### src/asr_pkg.sv
package asr_pkg;
	localparam int ADDR_W = 8;
	localparam logic [ADDR_W-1:0] OFS_RX_STATUS_CONTROL = 8'h00;
	localparam logic [ADDR_W-1:0] OFS_RX_DATA = 8'h04;
	localparam logic [ADDR_W-1:0] OFS_MODE_IRQ = 8'h08;
	localparam logic [ADDR_W-1:0] OFS_RX_FLAGS = 8'h0C;
	localparam logic [ADDR_W-1:0] OFS_BAUD_DIV_LOW = 8'h10;
	localparam logic [ADDR_W-1:0] OFS_BAUD_DIV_HIGH = 8'h14;

	// receive_status_control fields
	localparam int BIT_SERIAL_PORT_EN = 7;
	localparam int BIT_NINE_BIT_RX_EN = 6;
	localparam int BIT_CONTINUOUS_RX_EN = 4;
	localparam int BIT_ADDR_DETECT_EN = 3;
	localparam int BIT_FRAME_ERR = 2;
	localparam int BIT_OVERRUN_ERR = 1;
	localparam int BIT_RX_NINTH = 0;
	// mode and interrupt-enable fields
	localparam int BIT_CLOCKED_MODE = 0;
	localparam int BIT_RX_IRQ_EN = 1;
	localparam int BIT_PERIPH_IRQ_EN = 2;
	localparam int BIT_GLOBAL_IRQ_EN = 3;
	// flags fields
	localparam int BIT_RX_AVAIL = 0;
	localparam int BIT_RX_IDLE = 1;

	localparam logic [7:0] RST_CTRL = 8'h00;
	localparam logic [15:0] RST_BAUD_DIV = 16'h0000;

	localparam int OVERSAMPLE = 16;
	localparam logic [3:0] TICK_VOTE = 4'h8;
	localparam logic [3:0] BITS_EIGHT = 4'h8;
	localparam logic [3:0] BITS_NINE = 4'h9;
	localparam int FIFO_DEPTH = 2;

	typedef enum logic [3:0] {
		ST_IDLE = 4'b0001,
		ST_START = 4'b0010,
		ST_DATA = 4'b0100,
		ST_STOP = 4'b1000
	} asr_state_t;

	function automatic logic asr_vote(input logic [2:0] s);
		return (s[0] & s[1]) | (s[0] & s[2]) | (s[1] & s[2]);
	endfunction : asr_vote
endpackage : asr_pkg

### src/asr_receiver.sv
// The APB slave port and the register offsets are this design's own decisions.
`timescale 1ns/1ps
module asr_receiver import asr_pkg::*; (
	input wire logic clock, // 250 MHz clock
	input wire logic rst_n, // Async reset, active low
	input wire logic ce, // Clock enable, freezes all state when low
	input wire logic psel, // APB select
	input wire logic penable, // APB enable
	input wire logic pwrite, // APB write
	input wire logic [ADDR_W-1:0] paddr, // APB byte address
	input wire logic [31:0] pwdata, // APB write data
	output logic [31:0] prdata, // APB read data
	output logic pready, // APB ready
	output logic pslverr, // APB error, unmapped address
	input wire logic rxPin, // Serial receive line
	output logic rxAvailFlag, // Character waiting
	output logic rxIrq // Receive interrupt request
);
	logic [7:0] ctrl_r;
	logic [3:0] modeIrq_r;
	logic [15:0] baudDiv_r;
	logic [15:0] divCnt_r;
	logic tick;
	logic rxMeta_r, rxSync_r, rxPrev_r;
	asr_state_t state_r;
	logic [3:0] tickCnt_r;
	logic [3:0] bitCnt_r;
	logic [2:0] votes_r;
	logic [8:0] rxShiftReg_r;
	logic overrun_r;
	logic [9:0] fifoMem_r [FIFO_DEPTH];
	logic wrPtr_r, rdPtr_r;
	logic [1:0] count_r;
	logic popOk_r;
	logic portEn, rxEn, nineBit, decide, sample, push, pop;
	logic setupPh, accessPh, mapped;
	logic [8:0] newChar;
	logic [9:0] head;
	logic [3:0] bitsWanted;

	assign portEn = ctrl_r[BIT_SERIAL_PORT_EN];
	assign rxEn = ctrl_r[BIT_CONTINUOUS_RX_EN] & ~modeIrq_r[BIT_CLOCKED_MODE]
		& portEn;
	assign nineBit = ctrl_r[BIT_NINE_BIT_RX_EN];
	assign bitsWanted = nineBit ? BITS_NINE : BITS_EIGHT;
	assign setupPh = psel & ~penable;
	assign accessPh = psel & penable;
	assign head = fifoMem_r[rdPtr_r];

	always_comb begin
		case (paddr)
			OFS_RX_STATUS_CONTROL, OFS_RX_DATA, OFS_MODE_IRQ, OFS_RX_FLAGS,
			OFS_BAUD_DIV_LOW, OFS_BAUD_DIV_HIGH: mapped = 1'b1;
			default: mapped = 1'b0;
		endcase
	end

	// Zero-wait slave: read data is captured in the setup cycle
	assign pready = accessPh;
	assign pslverr = accessPh & ~mapped;

	// Pin synchroniser; logic uses only the second stage and its delayed copy
	always_ff @(posedge clock or negedge rst_n) begin
		if (!rst_n) begin
			rxMeta_r <= 1'b1;
			rxSync_r <= 1'b1;
			rxPrev_r <= 1'b1;
		end else if (ce) begin
			rxMeta_r <= rxPin;
			rxSync_r <= rxMeta_r;
			rxPrev_r <= rxSync_r;
		end
	end

	// Software registers
	always_ff @(posedge clock or negedge rst_n) begin
		if (!rst_n) begin
			ctrl_r <= RST_CTRL;
			modeIrq_r <= RST_CTRL[3:0];
			baudDiv_r <= RST_BAUD_DIV;
		end else if (ce && accessPh && pwrite) begin
			case (paddr)
				OFS_RX_STATUS_CONTROL: begin
					// Status bits are hardware-owned; only controls store
					ctrl_r[BIT_SERIAL_PORT_EN] <= pwdata[BIT_SERIAL_PORT_EN];
					ctrl_r[BIT_NINE_BIT_RX_EN] <= pwdata[BIT_NINE_BIT_RX_EN];
					ctrl_r[BIT_CONTINUOUS_RX_EN] <= pwdata[BIT_CONTINUOUS_RX_EN];
					ctrl_r[BIT_ADDR_DETECT_EN] <= pwdata[BIT_ADDR_DETECT_EN];
				end
				OFS_MODE_IRQ: modeIrq_r <= pwdata[3:0];
				OFS_BAUD_DIV_LOW: baudDiv_r[7:0] <= pwdata[7:0];
				OFS_BAUD_DIV_HIGH: baudDiv_r[15:8] <= pwdata[7:0];
				default: ;
			endcase
		end
	end

	// Oversample tick: one per (divisor + 1) clocks
	always_ff @(posedge clock or negedge rst_n) begin
		if (!rst_n) begin
			divCnt_r <= RST_BAUD_DIV;
		end else if (ce) begin
			if (!portEn || divCnt_r == 16'h0000)
				divCnt_r <= baudDiv_r;
			else
				divCnt_r <= divCnt_r - 16'h0001;
		end
	end
	assign tick = portEn & (divCnt_r == 16'h0000);

	// Decision falls on the tick that completes the three centre samples
	assign decide = tick & (tickCnt_r == TICK_VOTE);
	assign sample = asr_vote({votes_r[1:0], rxSync_r});
	assign newChar = nineBit ? rxShiftReg_r
		: {1'b0, rxShiftReg_r[8:1]};

	// Character complete after stop; drops on overrun or address filter
	always_comb begin
		push = 1'b0;
		if (state_r == ST_STOP && decide && rxEn) begin
			push = 1'b1;
			if (nineBit && ctrl_r[BIT_ADDR_DETECT_EN] && !newChar[8])
				push = 1'b0;
			if (count_r == 2'(FIFO_DEPTH))
				push = 1'b0;
		end
	end

	assign pop = ce & accessPh & ~pwrite & (paddr == OFS_RX_DATA)
		& popOk_r;

	// Recovery state machine
	always_ff @(posedge clock or negedge rst_n) begin
		if (!rst_n) begin
			state_r <= ST_IDLE;
			tickCnt_r <= 4'h0;
			bitCnt_r <= 4'h0;
			votes_r <= 3'b111;
			rxShiftReg_r <= 9'h000;
		end else if (ce) begin
			if (!rxEn || overrun_r) begin
				// Disabled or overrun: hold off, rearm for a fresh edge
				state_r <= ST_IDLE;
				tickCnt_r <= 4'h0;
			end else begin
				if (tick) begin
					tickCnt_r <= tickCnt_r + 4'h1;
					votes_r <= {votes_r[1:0], rxSync_r};
				end
				case (state_r)
					ST_IDLE: begin
						if (rxPrev_r && !rxSync_r) begin
							state_r <= ST_START;
							tickCnt_r <= 4'h0;
							bitCnt_r <= 4'h0;
						end
					end
					ST_START: begin
						if (decide)
							state_r <= sample ? ST_IDLE : ST_DATA;
					end
					ST_DATA: begin
						if (decide) begin
							// LSB arrives first and walks down to bit 0 in nine-bit mode, to bit 1 in eight-bit mode
							rxShiftReg_r <= {sample, rxShiftReg_r[8:1]};
							bitCnt_r <= bitCnt_r + 4'h1;
							if (bitCnt_r + 4'h1 == bitsWanted)
								state_r <= ST_STOP;
						end
					end
					ST_STOP: begin
						// Framing error does not block the next start
						if (decide)
							state_r <= ST_IDLE;
					end
					default: state_r <= ST_IDLE;
				endcase
			end
		end
	end

	// Overrun: set by a character that finds the FIFO full
	always_ff @(posedge clock or negedge rst_n) begin
		if (!rst_n) begin
			overrun_r <= 1'b0;
		end else if (ce) begin
			if (!rxEn)
				overrun_r <= 1'b0;
			else if (state_r == ST_STOP && decide
				&& count_r == 2'(FIFO_DEPTH))
				overrun_r <= 1'b1;
		end
	end

	// Two-entry FIFO, framing error stored beside each character
	always_ff @(posedge clock or negedge rst_n) begin
		if (!rst_n) begin
			fifoMem_r[0] <= 10'h000;
			fifoMem_r[1] <= 10'h000;
		end else if (ce && push) begin
			fifoMem_r[wrPtr_r] <= {~sample, newChar};
		end
	end

	always_ff @(posedge clock or negedge rst_n) begin
		if (!rst_n) begin
			wrPtr_r <= 1'b0;
			rdPtr_r <= 1'b0;
			count_r <= 2'h0;
		end else if (ce) begin
			if (!portEn) begin
				wrPtr_r <= 1'b0;
				rdPtr_r <= 1'b0;
				count_r <= 2'h0;
			end else begin
				if (push)
					wrPtr_r <= ~wrPtr_r;
				if (pop)
					rdPtr_r <= ~rdPtr_r;
				if (push && !pop)
					count_r <= count_r + 2'h1;
				else if (pop && !push)
					count_r <= count_r - 2'h1;
			end
		end
	end

	// Read data captured at setup; pop only if something was there then
	always_ff @(posedge clock or negedge rst_n) begin
		if (!rst_n) begin
			prdata <= 32'h0000_0000;
			popOk_r <= 1'b0;
		end else if (ce && setupPh) begin
			prdata <= 32'h0000_0000;
			popOk_r <= 1'b0;
			if (!pwrite) begin
				case (paddr)
					OFS_RX_STATUS_CONTROL: begin
						prdata[BIT_SERIAL_PORT_EN] <= portEn;
						prdata[BIT_NINE_BIT_RX_EN] <= nineBit;
						prdata[BIT_CONTINUOUS_RX_EN] <=
							ctrl_r[BIT_CONTINUOUS_RX_EN];
						prdata[BIT_ADDR_DETECT_EN] <=
							ctrl_r[BIT_ADDR_DETECT_EN];
						// Empty FIFO shows no error: cleared by port off
						prdata[BIT_FRAME_ERR] <= (count_r != 2'h0)
							& head[9];
						prdata[BIT_OVERRUN_ERR] <= overrun_r;
						prdata[BIT_RX_NINTH] <= (count_r != 2'h0)
							& head[8];
					end
					OFS_RX_DATA: begin
						prdata[7:0] <= head[7:0];
						popOk_r <= (count_r != 2'h0);
					end
					OFS_MODE_IRQ: prdata[3:0] <= modeIrq_r;
					OFS_RX_FLAGS: begin
						prdata[BIT_RX_AVAIL] <= rxAvailFlag;
						prdata[BIT_RX_IDLE] <= (state_r == ST_IDLE);
					end
					OFS_BAUD_DIV_LOW: prdata[7:0] <= baudDiv_r[7:0];
					OFS_BAUD_DIV_HIGH: prdata[7:0] <= baudDiv_r[15:8];
					default: ;
				endcase
			end
		end
	end

	// Flag and request registered; framing error never raises a request
	always_ff @(posedge clock or negedge rst_n) begin
		if (!rst_n) begin
			rxAvailFlag <= 1'b0;
			rxIrq <= 1'b0;
		end else if (ce) begin
			rxAvailFlag <= rxEn & (count_next() != 2'h0);
			rxIrq <= rxEn & (count_next() != 2'h0) & modeIrq_r[BIT_RX_IRQ_EN]
				& modeIrq_r[BIT_PERIPH_IRQ_EN]
				& modeIrq_r[BIT_GLOBAL_IRQ_EN];
		end
	end

	function automatic logic [1:0] count_next();
		if (!portEn)
			return 2'h0;
		if (push && !pop)
			return count_r + 2'h1;
		if (pop && !push)
			return count_r - 2'h1;
		return count_r;
	endfunction : count_next
endmodule : asr_receiver

### config.mk
export PLATFORM = sky130hd
export DESIGN_NAME = asr_receiver
export DESIGN_NICKNAME = d
export VERILOG_FILES = /design/src/asr_pkg.sv /design/src/asr_receiver.sv
export SDC_FILE = /design/constraint.sdc
export NUM_CORES = 1
export LEC_CHECK = 0
export ABC_AREA = 0
export BUFFER_PORTS_ARGS = -buffer_cell sky130_fd_sc_hd__buf_2
export CORE_UTILIZATION = 40
export DETAILED_ROUTE_END_ITERATION = 12
export MAX_ROUTING_LAYER = met4
export PLACE_DENSITY = 0.6
export REMOVE_ABC_BUFFERS = 1
export SYNTH_ARGS = -nofsm -noshare
export SYNTH_HDL_FRONTEND = slang
export SYNTH_SLANG_ARGS = --single-unit
### constraint.sdc
create_clock -name clock -period 2.8 [get_ports clock]
set_input_delay 0.28 -clock clock [delete_from_list [all_inputs] [get_ports clock]]
set_output_delay 0.28 -clock clock [all_outputs]
set_load 0.05 [all_outputs]
Word-level counts from Yosys, hierarchy flattened
Cells that the tools add are included.
Cells by class
  eq/ne operators: 23
  add/subtract/negate cells: 5
  reduce and logical (&&, ||, !) cells: 39
  multiplexer cells: 61
  bitwise logic cells: 32
  magnitude comparators: 3
Operators by type and width (count)
  4-bit 2-to-1 mux: 12
  10-bit 2-to-1 mux: 4
  1-bit 2-to-1 mux: 22
  1-bit bitwise AND: 20
  20-bit bitwise mux: 1
  2-bit 2-to-1 mux: 10
  8-bit by 4-bit == test with 1-bit output (second input constant): 2
  8-bit by 5-bit == test with 1-bit output (second input constant): 2
  16-bit logical NOT: 1
  16-bit 2-to-1 mux: 1
  4-bit one-hot mux with 4 select lines: 1
  2-bit AND reduction: 8
  16-bit by 1-bit subtractor with 16-bit output (second input constant): 1
  3-bit != test (second input constant): 5
  1-bit logical AND: 13
  2-bit one-hot mux with 6 select lines: 1
  10-bit demux with 1-bit select: 1
  2-bit one-hot mux with 5 select lines: 1
  9-bit 2-to-1 mux: 1
  4-bit by 1-bit adder with 4-bit output (second input constant): 2
  4-bit == test (second input constant): 2
  8-bit by 3-bit == test with 1-bit output (second input constant): 1
  8-bit logical NOT: 1
  8-bit 2-to-1 mux: 1
  other kinds (28): 49
Word-level totals
  register bits after elaboration: 102
  output and inout port bits: 36
  input bits: 47
  word-level logic and storage cells: 187

Depth between registers and ports, before layout
Gate-level depths: netlist of the first run.
  depth after elaboration: 22
  gate-level depth with buffers: 10

Worst setup path before layout of the first run
No wires, ideal clock.
  kind: register -> register
  start: register divCnt_r[0]
  end: register divCnt_r[10]
  setup time: 66 ps
  clock period less this slack: 2050 ps
  slack: 750 ps
  buffers on the path: 0
  data arrival time: 1984 ps
  data required time: 2734 ps
  stages on the path, launching flop included: 9
  path through: dfrtp_1 inv_1 ha_1 or3b_1 nor3_2 nand2_1 or4_1 o21ai_1 a22o_1
Between the ends
  cells in the longest elaborated chain, start to end: 3
Ends and longest elaborated chain
  start: declaration: line asr_receiver.sv:22  | logic [15:0] divCnt_r;
  start signal: assignment: line asr_receiver.sv:104  | divCnt_r <= baudDiv_r;
  start signal: assignment: line asr_receiver.sv:106  | divCnt_r <= divCnt_r - 16'h0001;
  branches (longest 2 deep; another with 16-bit by 1-bit subtractor with 16-bit output)
  16-bit 2-to-1 mux (*): line asr_receiver.sv:103  | if (!portEn || divCnt_r == 16'h0000)
Mark *: on every way between the ends.
A chain may end at the register's enable or synchronous reset.

Worst setup path in the final report of the first run
  start: register divCnt_r[12]
  end: register rxIrq
Between the ends
  cells in the longest elaborated chain, start to end: 21
Ends and longest elaborated chain
  16-bit logical NOT (*): line asr_receiver.sv:109  | assign tick = portEn & (divCnt_r == 16'h0000);
  1-bit bitwise AND (*): line asr_receiver.sv:109
  1-bit bitwise AND (*): line asr_receiver.sv:112  | assign decide = tick & (tickCnt_r == TICK_VOTE);
  1-bit logical AND (*) (2 in series): line asr_receiver.sv:120  | if (state_r == ST_STOP && decide && rxEn) begin
  1-bit 2-to-1 mux (*): line asr_receiver.sv:120
  1-bit logical NOT: line asr_receiver.sv:287  | if (pop && !push)
  1-bit logical AND: line asr_receiver.sv:287
  1-bit 2-to-1 mux (2 in series): line asr_receiver.sv:287
  [2 not listed]
  2-bit 2-to-1 mux: line asr_receiver.sv:289  | return count_r;
  2-bit 2-to-1 mux (*): line asr_receiver.sv:287
  2-bit 2-to-1 mux (*): line asr_receiver.sv:285  | if (push && !pop)
  2-bit 2-to-1 mux (*): line asr_receiver.sv:274  | end else if (ce) begin
  2-bit nonzero test (*): line asr_receiver.sv:276  | rxIrq <= rxEn & (count_next() != 2'h0) & modeIrq_r[BIT_RX_IRQ_EN]
  1-bit bitwise AND (*) (2 in series): line asr_receiver.sv:276
  1-bit bitwise AND (*): line asr_receiver.sv:277  | & modeIrq_r[BIT_PERIPH_IRQ_EN]
  1-bit bitwise AND (*): line asr_receiver.sv:278  | & modeIrq_r[BIT_GLOBAL_IRQ_EN];
  end signal: assignment: line asr_receiver.sv:276
  end: declaration: line asr_receiver.sv:17  | output logic rxIrq
Mark *: on every way between the ends. The rest lies on a longest branch, timed or not. The select of a mux whose other input is x is not followed.

==> flow_summary.ini, run 1 <==
[cts]
root_buffer = clkbuf_16
ctsHtreeMaxLevel = 3
path_clk_slew_ps = 70
post_cts_buffers = 0
cts_resized = 0
cts_tree = built
hold_buffers = 1
clockBufferDepth = 2
cts_sinks = 102
cts_made_buffers = 9
worstSkewPairLatency_ps = 360

[floorplanning]
die_x_um = 119.4
core_area_sq_um = 13350
die_height_um = 119.4
die-area_sq_um = 14260
num_rows = 42
start_util = 0.4133
ios = 83

[synth]
synth_cell_type_count = 64
ys_ff_latch = 102
synth_ff_type = dfrtp_1
ys_warn_count = 0
yosysSeqAreaShare = 0.4641
synth_edf_count = 0
async_flop_share = 1.000
avgSynthCellArea_sq_um = 9.764
syn_area_sq_um = 5517
syn_inst = 565

[grt]
groute.usage.overall = 0.2025
grt_start_max_net_pins = 57
grt_pass1_wl_um = 21710
antenna_found_initial = 0
grt_pass1_vias = 4142
grt_overflow = 0

[critical_path]
arrival_ps = 2660
crit_path_cell_trace = nor4b_1, and4_1, nand3_4, or4_1, nand3_2, o41ai_2
worstSetupEndpointType = flip-flop
critPathRequiredTime_ps = 3020
cp_max_fo = 10
rr_startpoint = divCnt_r[12]
ff2ff_path_depth = 6
r2r_end = rxIrq
cp-start-kind = flip-flop
worst_path_max_delay_cell = or4_1
critical_path_class = reg -> reg
r2r_setup_slack_ps = 370
cpPeakStageDelay_ps = 530

[drt]
route.detailed.drc = 0
wire_per_inst_um = 16.51
routed_via_density = 5.467
drt_wl_total_um = 12860
drt_pass1_iterations = 5
postRouteAntennaNets = 0
routed-via-count = 4259
drt_iter0_markers = 245

[layout]
final_common_cell = dfrtp_1
insertedDiodeCount = 0
drive_gt1_frac = 0.1642
nNetsFinal = 652
fin_cells = 779
synthToLayoutAreaGrowth_pct = 11.32
fillers = 1289
layout_common_cells = dfrtp_1 (96), nand2_1 (85), o21ai_1 (43)
stdcell_area_sq_um = 6141

[power]
p_seq_frac = 0.493
combPwrFrac = 0.081
powerDensity_nw_per_um2 = 497.7
clkPwrFrac = 0.425
peakVddDrop_v = 0.0002925
p_int_mw = 2.253
swShare = 0.2627
leakagePower_nw = 2.798
p_sw_uw = 802.8

[worst_hold_path]
hold_end = rxMeta_r
hold_depth = 2
hp-class = in -> reg
worst_hold_startpoint = rxPin

[sta]
max_freq_mhz = 410.8
tightest_slew_ps = 641.7
fin_worst_skew_ps = 6.808
finalCritPeriodShare = 0.8694
setup_violations = 0
fin_crit_ps = 2434
final-max-slew-violation-count = 0
rsz0062_at_grt = false
hold_viol_final = 0
relSlewSlack = 0.5722
tns_ps = 0

[placed_design]
dp.cells = 762
hpwl_um = 9396
gp_congestion = 0.8385
place_area_sq_um = 5827
io_buffer_count = 34

[flow_run]
maxCapViolations = 0

[outcome]
status = completed
-- kinds of logic (layout without fill, tap and decap cells) --
| group | count (synthesis) | after routing | share of synthesized area |
|---|---|---|---|
| and+or+nand+nor | 188 | 188 | 0.1760 |
| AOI/OAI and AO/OA | 141 | 141 | 0.1629 |
| DFF | 102 | 102 | 0.4640 |
| buffers and inverters | 64 | 79 | 0.06215 |
| muxes | 55 | 55 | 0.1071 |
| adders and majority gates | 8 | 8 | 0.01769 |
| xor gates and xnor gates | 6 | 6 | 0.009526 |
| other | 1 | 24 | 0.0006798 |
-- power by group through the flow --
stage | registers, mW | clock network, mW | logic (mW)
floorplan | 1.53 | 0 | 0.152
global placement | 1.54 | 0 | 0.245
detailed placement | 1.54 | 0 | 0.248
CTS | 1.51 | 1.33 | 0.250
global route | 1.51 | 1.39 | 0.273
finish | 1.51 | 1.30 | 0.248
-- cell type report --
cell class / count / area, sq um / share of cell area
well taps: 176 / 220.2 / 0.03586
multi-input cells: 422 / 2704 / 0.4403
clock buffers: 9 / 225.2 / 0.03667
clock inverters: 7 / 78.83 / 0.01284
inverters: 14 / 52.55 / 0.008557
repair buffers: 49 / 300.3 / 0.04890
flip-flops and latches: 102 / 2560 / 0.4169
-- flip-flops by register name, indices dropped and copies added (netlist names), 2 cells and up --
name / cells
fifoMem_r: 20
modeIrq_r: 4
bitCnt_r: 4
prdata: 8
baudDiv_r: 16
rxShiftReg_r: 9
divCnt_r: 16
count_r: 2
state_r: 4
tickCnt_r: 4
ctrl_r: 4
votes_r: 2
-- Yosys cell counts, types with 5 or more instances --
master     instances  share of area
nand2_1           85          0.058
nor3_1            14          0.013
o2bb2ai_1          5         0.0079
nor2_1            18          0.012
inv_1             14         0.0095
a21oi_1           25          0.023
a22oi_1            8          0.011
dfrtp_1           96           0.44
clkbuf_1          20          0.014
mux2_2            15          0.031
nor2b_1            5         0.0057
buf_4             26          0.035
nand4_1            5         0.0057
nand3_1           14          0.013
mux2i_1           23          0.042
ha_1               7          0.016
o21ai_1           44          0.040
a22o_1            12          0.019
o21ai_0           19          0.017
and2_1             5         0.0057
mux2_1            17          0.035
dfstp_2            6          0.029
o31ai_1            5         0.0068
-- how the worst max path moves through the flow --
stage	from	endpoint	slack, ps	cells after the start
6_report	divCnt_r[12]	rxIrq	370	6
5_1_grt	divCnt_r[12]	rxIrq	260	6
4_1_cts	divCnt_r[0]	rxIrq	410	8
3_5_place_dp	divCnt_r[12]	rxIrq	420	6
3_3_place_gp	divCnt_r[0]	rxIrq	440	8
2_1_floorplan	divCnt_r[4]	divCnt_r[12]	-170	6
-- through the flow --
stage / utilization / setup slack (ps) / power (mW) / hold WS [ps]
detailed placement: 0.4365 / 421.2 / 1.784 / 349.2
floorplan: - / -172.0 / 1.684 / -15.59
CTS: 0.4601 / 410.0 / 3.090 / 146.1
global placement: 0.4365 / 440.1 / 1.781 / 342.7
global route: 0.4601 / 255.4 / 3.174 / 144.6
finish: 0.4601 / 365.7 / 3.056 / 156.5
-- metal layers --
metal	vias up	GRT usage	wire, um
li1	2058	-	-
met1	2110	0.2699	6133
met2	79	0.3056	6014
met3	12	0.05412	570
met4	0	0.05313	139
met5	-	-	0
-- worst max-delay path: cells and delay by family (launching register included) --
kind             cells  cell delay, ps
AO/OA/AOI/OAI        1              80
flip-flops           1             450
AND/OR/NAND/NOR      5            1770
Power figures use the tool's default switching activity.
==> run 2: changes to the inputs <==
- clock period: 2.8 -> 3 ns (I/O delays scaled with it)
==> flow_summary.ini, run 2 (same netlist as run 1, synthesis figures left out) <==
[outcome]
status = completed

[layout]
largest_register_ffs = 20
top_register = fifoMem_r
reg_top3 = fifoMem_r x20, baudDiv_r x16, divCnt_r x16
insertedDiodeCount = 0
multiInputGateArea_sq_um = 2704
layout_common_cells = dfrtp_1 (96), nand2_1 (85), o21ai_1 (43)
synthToLayoutAreaGrowth_pct = 10.80
utilization = 0.4579
fillers = 1277
nNetsFinal = 648
final_common_cell = dfrtp_1
regArea_sq_um = 2560
drive_gt1_frac = 0.1603

[cts]
ctsHtreeMaxLevel = 3
cts_resized = 0
cts_sinks = 102
path_clk_slew_ps = 70
cts_made_buffers = 9
worstSkewPairLatency_ps = 340
root_buffer = clkbuf_16
cts_tree = built
hold_buffers = 0
post_cts_buffers = 0
clockBufferDepth = 2

[drt]
drt_pass1_iterations = 5
wire_per_inst_um = 16.56
route.detailed.drc = 0
drt_wl_total_um = 12830
routed-via-count = 4337
postRouteAntennaNets = 0
drt_iter0_markers = 220
routed_via_density = 5.596

[critical_path]
rr_startpoint = divCnt_r[0]
ff2ff_path_depth = 8
cp-start-kind = flip-flop
r2r_end = rxIrq
critPathRequiredTime_ps = 3210
arrival_ps = 2760
cp_max_fo = 10
worstSetupEndpointType = flip-flop
critical_path_class = reg -> reg
r2r_setup_slack_ps = 440

[floorplanning]
die-area_sq_um = 14260
die_x_um = 119.4
start_util = 0.4133
die_height_um = 119.4
ios = 83
core_area_sq_um = 13350
num_rows = 42

[sta]
tns_ps = 0
fin_worst_skew_ps = 9.513
setup_violations = 0
fin_crit_ps = 2556
hold_viol_final = 0
rsz0062_at_grt = false
tightest_slew_ps = 723.9
final-max-slew-violation-count = 0
max_freq_mhz = 391.3
hold_ws_ps = 14.38
finalCritPeriodShare = 0.8520
relSlewSlack = 0.5174

[grt]
grt_start_max_net_pins = 53
grtUsageMet1 = 0.2723
groute.usage.overall = 0.1997
grt_overflow = 0
grt_pass1_vias = 4169
gr-usage-met3 = 0.03161
met2_usage = 0.3125
antenna_found_initial = 0
grt_pass1_wl_um = 21740
grt_busiest_layer = met2

[power]
powerDensity_nw_per_um2 = 464.8
peakVddDrop_v = 0.0002467
total_power_mw = 2.841
leakagePower_nw = 2.783

[placed_design]
hpwl_um = 9411
io_buffer_count = 34
gp_congestion = 0.8483

[flow_run]
maxCapViolations = 0

[worst_hold_path]
hp-class = in -> async
run 2: cell types whose count changed in the layout (fill, tap and decap cells not counted):
cell / change
dlygate4sd3_1: -1
clkinvlp_4: -1
clkbuf_8: +1
buf_4: -3
inv_8: -1
clkinv_4: +1
run 2: how the worst max path moves through the flow:
stage / startpoint / end / slack, ps
2_1_floorplan: divCnt_r[4] / divCnt_r[12] / 30
5_1_grt: divCnt_r[0] / rxIrq / 320
3_3_place_gp: divCnt_r[0] / rxIrq / 620
6_report: divCnt_r[0] / rxIrq / 440
3_5_place_dp: divCnt_r[0] / rxIrq / 510
4_1_cts: divCnt_r[0] / rxIrq / 490
run 2: through the flow:
step / area, sq um / setup WS (ps) / instances
final: 6112 / 444.1 / 775
after detailed placement: 5804 / 509.3 / 759
after global routing: 6112 / 320.7 / 775
after global placement: 5804 / 624.0 / 759
after CTS: 6112 / 490.2 / 775
after floorplan: 5313 / 27.99 / 538
run 2: layout make-up:
type                       instances  share of cell area
multi-input combinational        422              0.4424
sequential                       102              0.4188
timing repair buffer              45             0.04381
clock buffer                      10             0.03910
tap                              176             0.03603
clock inverter                     6             0.01126
inverter                          14            0.008598
run 2: worst max-delay path, stage by stage (launching register included):
cell and delay, ps:
dfrtp_1 410, inv_1 140, ha_1 190, nor4b_1 240, and4_1 470, nand3_4 210, or4_1 550, nand3_2 130
o41ai_2 80
run 2: layer usage:
metal	up-vias	routed length, um
met4	0	139
met3	10	469
met1	2177	6084
met5	-	0
met2	104	6140
li1	2046	-
run 2: where the power goes:
group	leakage (nW)	switching, mW	total (mW)	internal [mW]
Clock	0.149	0.523	1.20	0.676
Combinational	1.24	0.181	0.234	0.0526
Sequential	1.39	0.0147	1.41	1.39
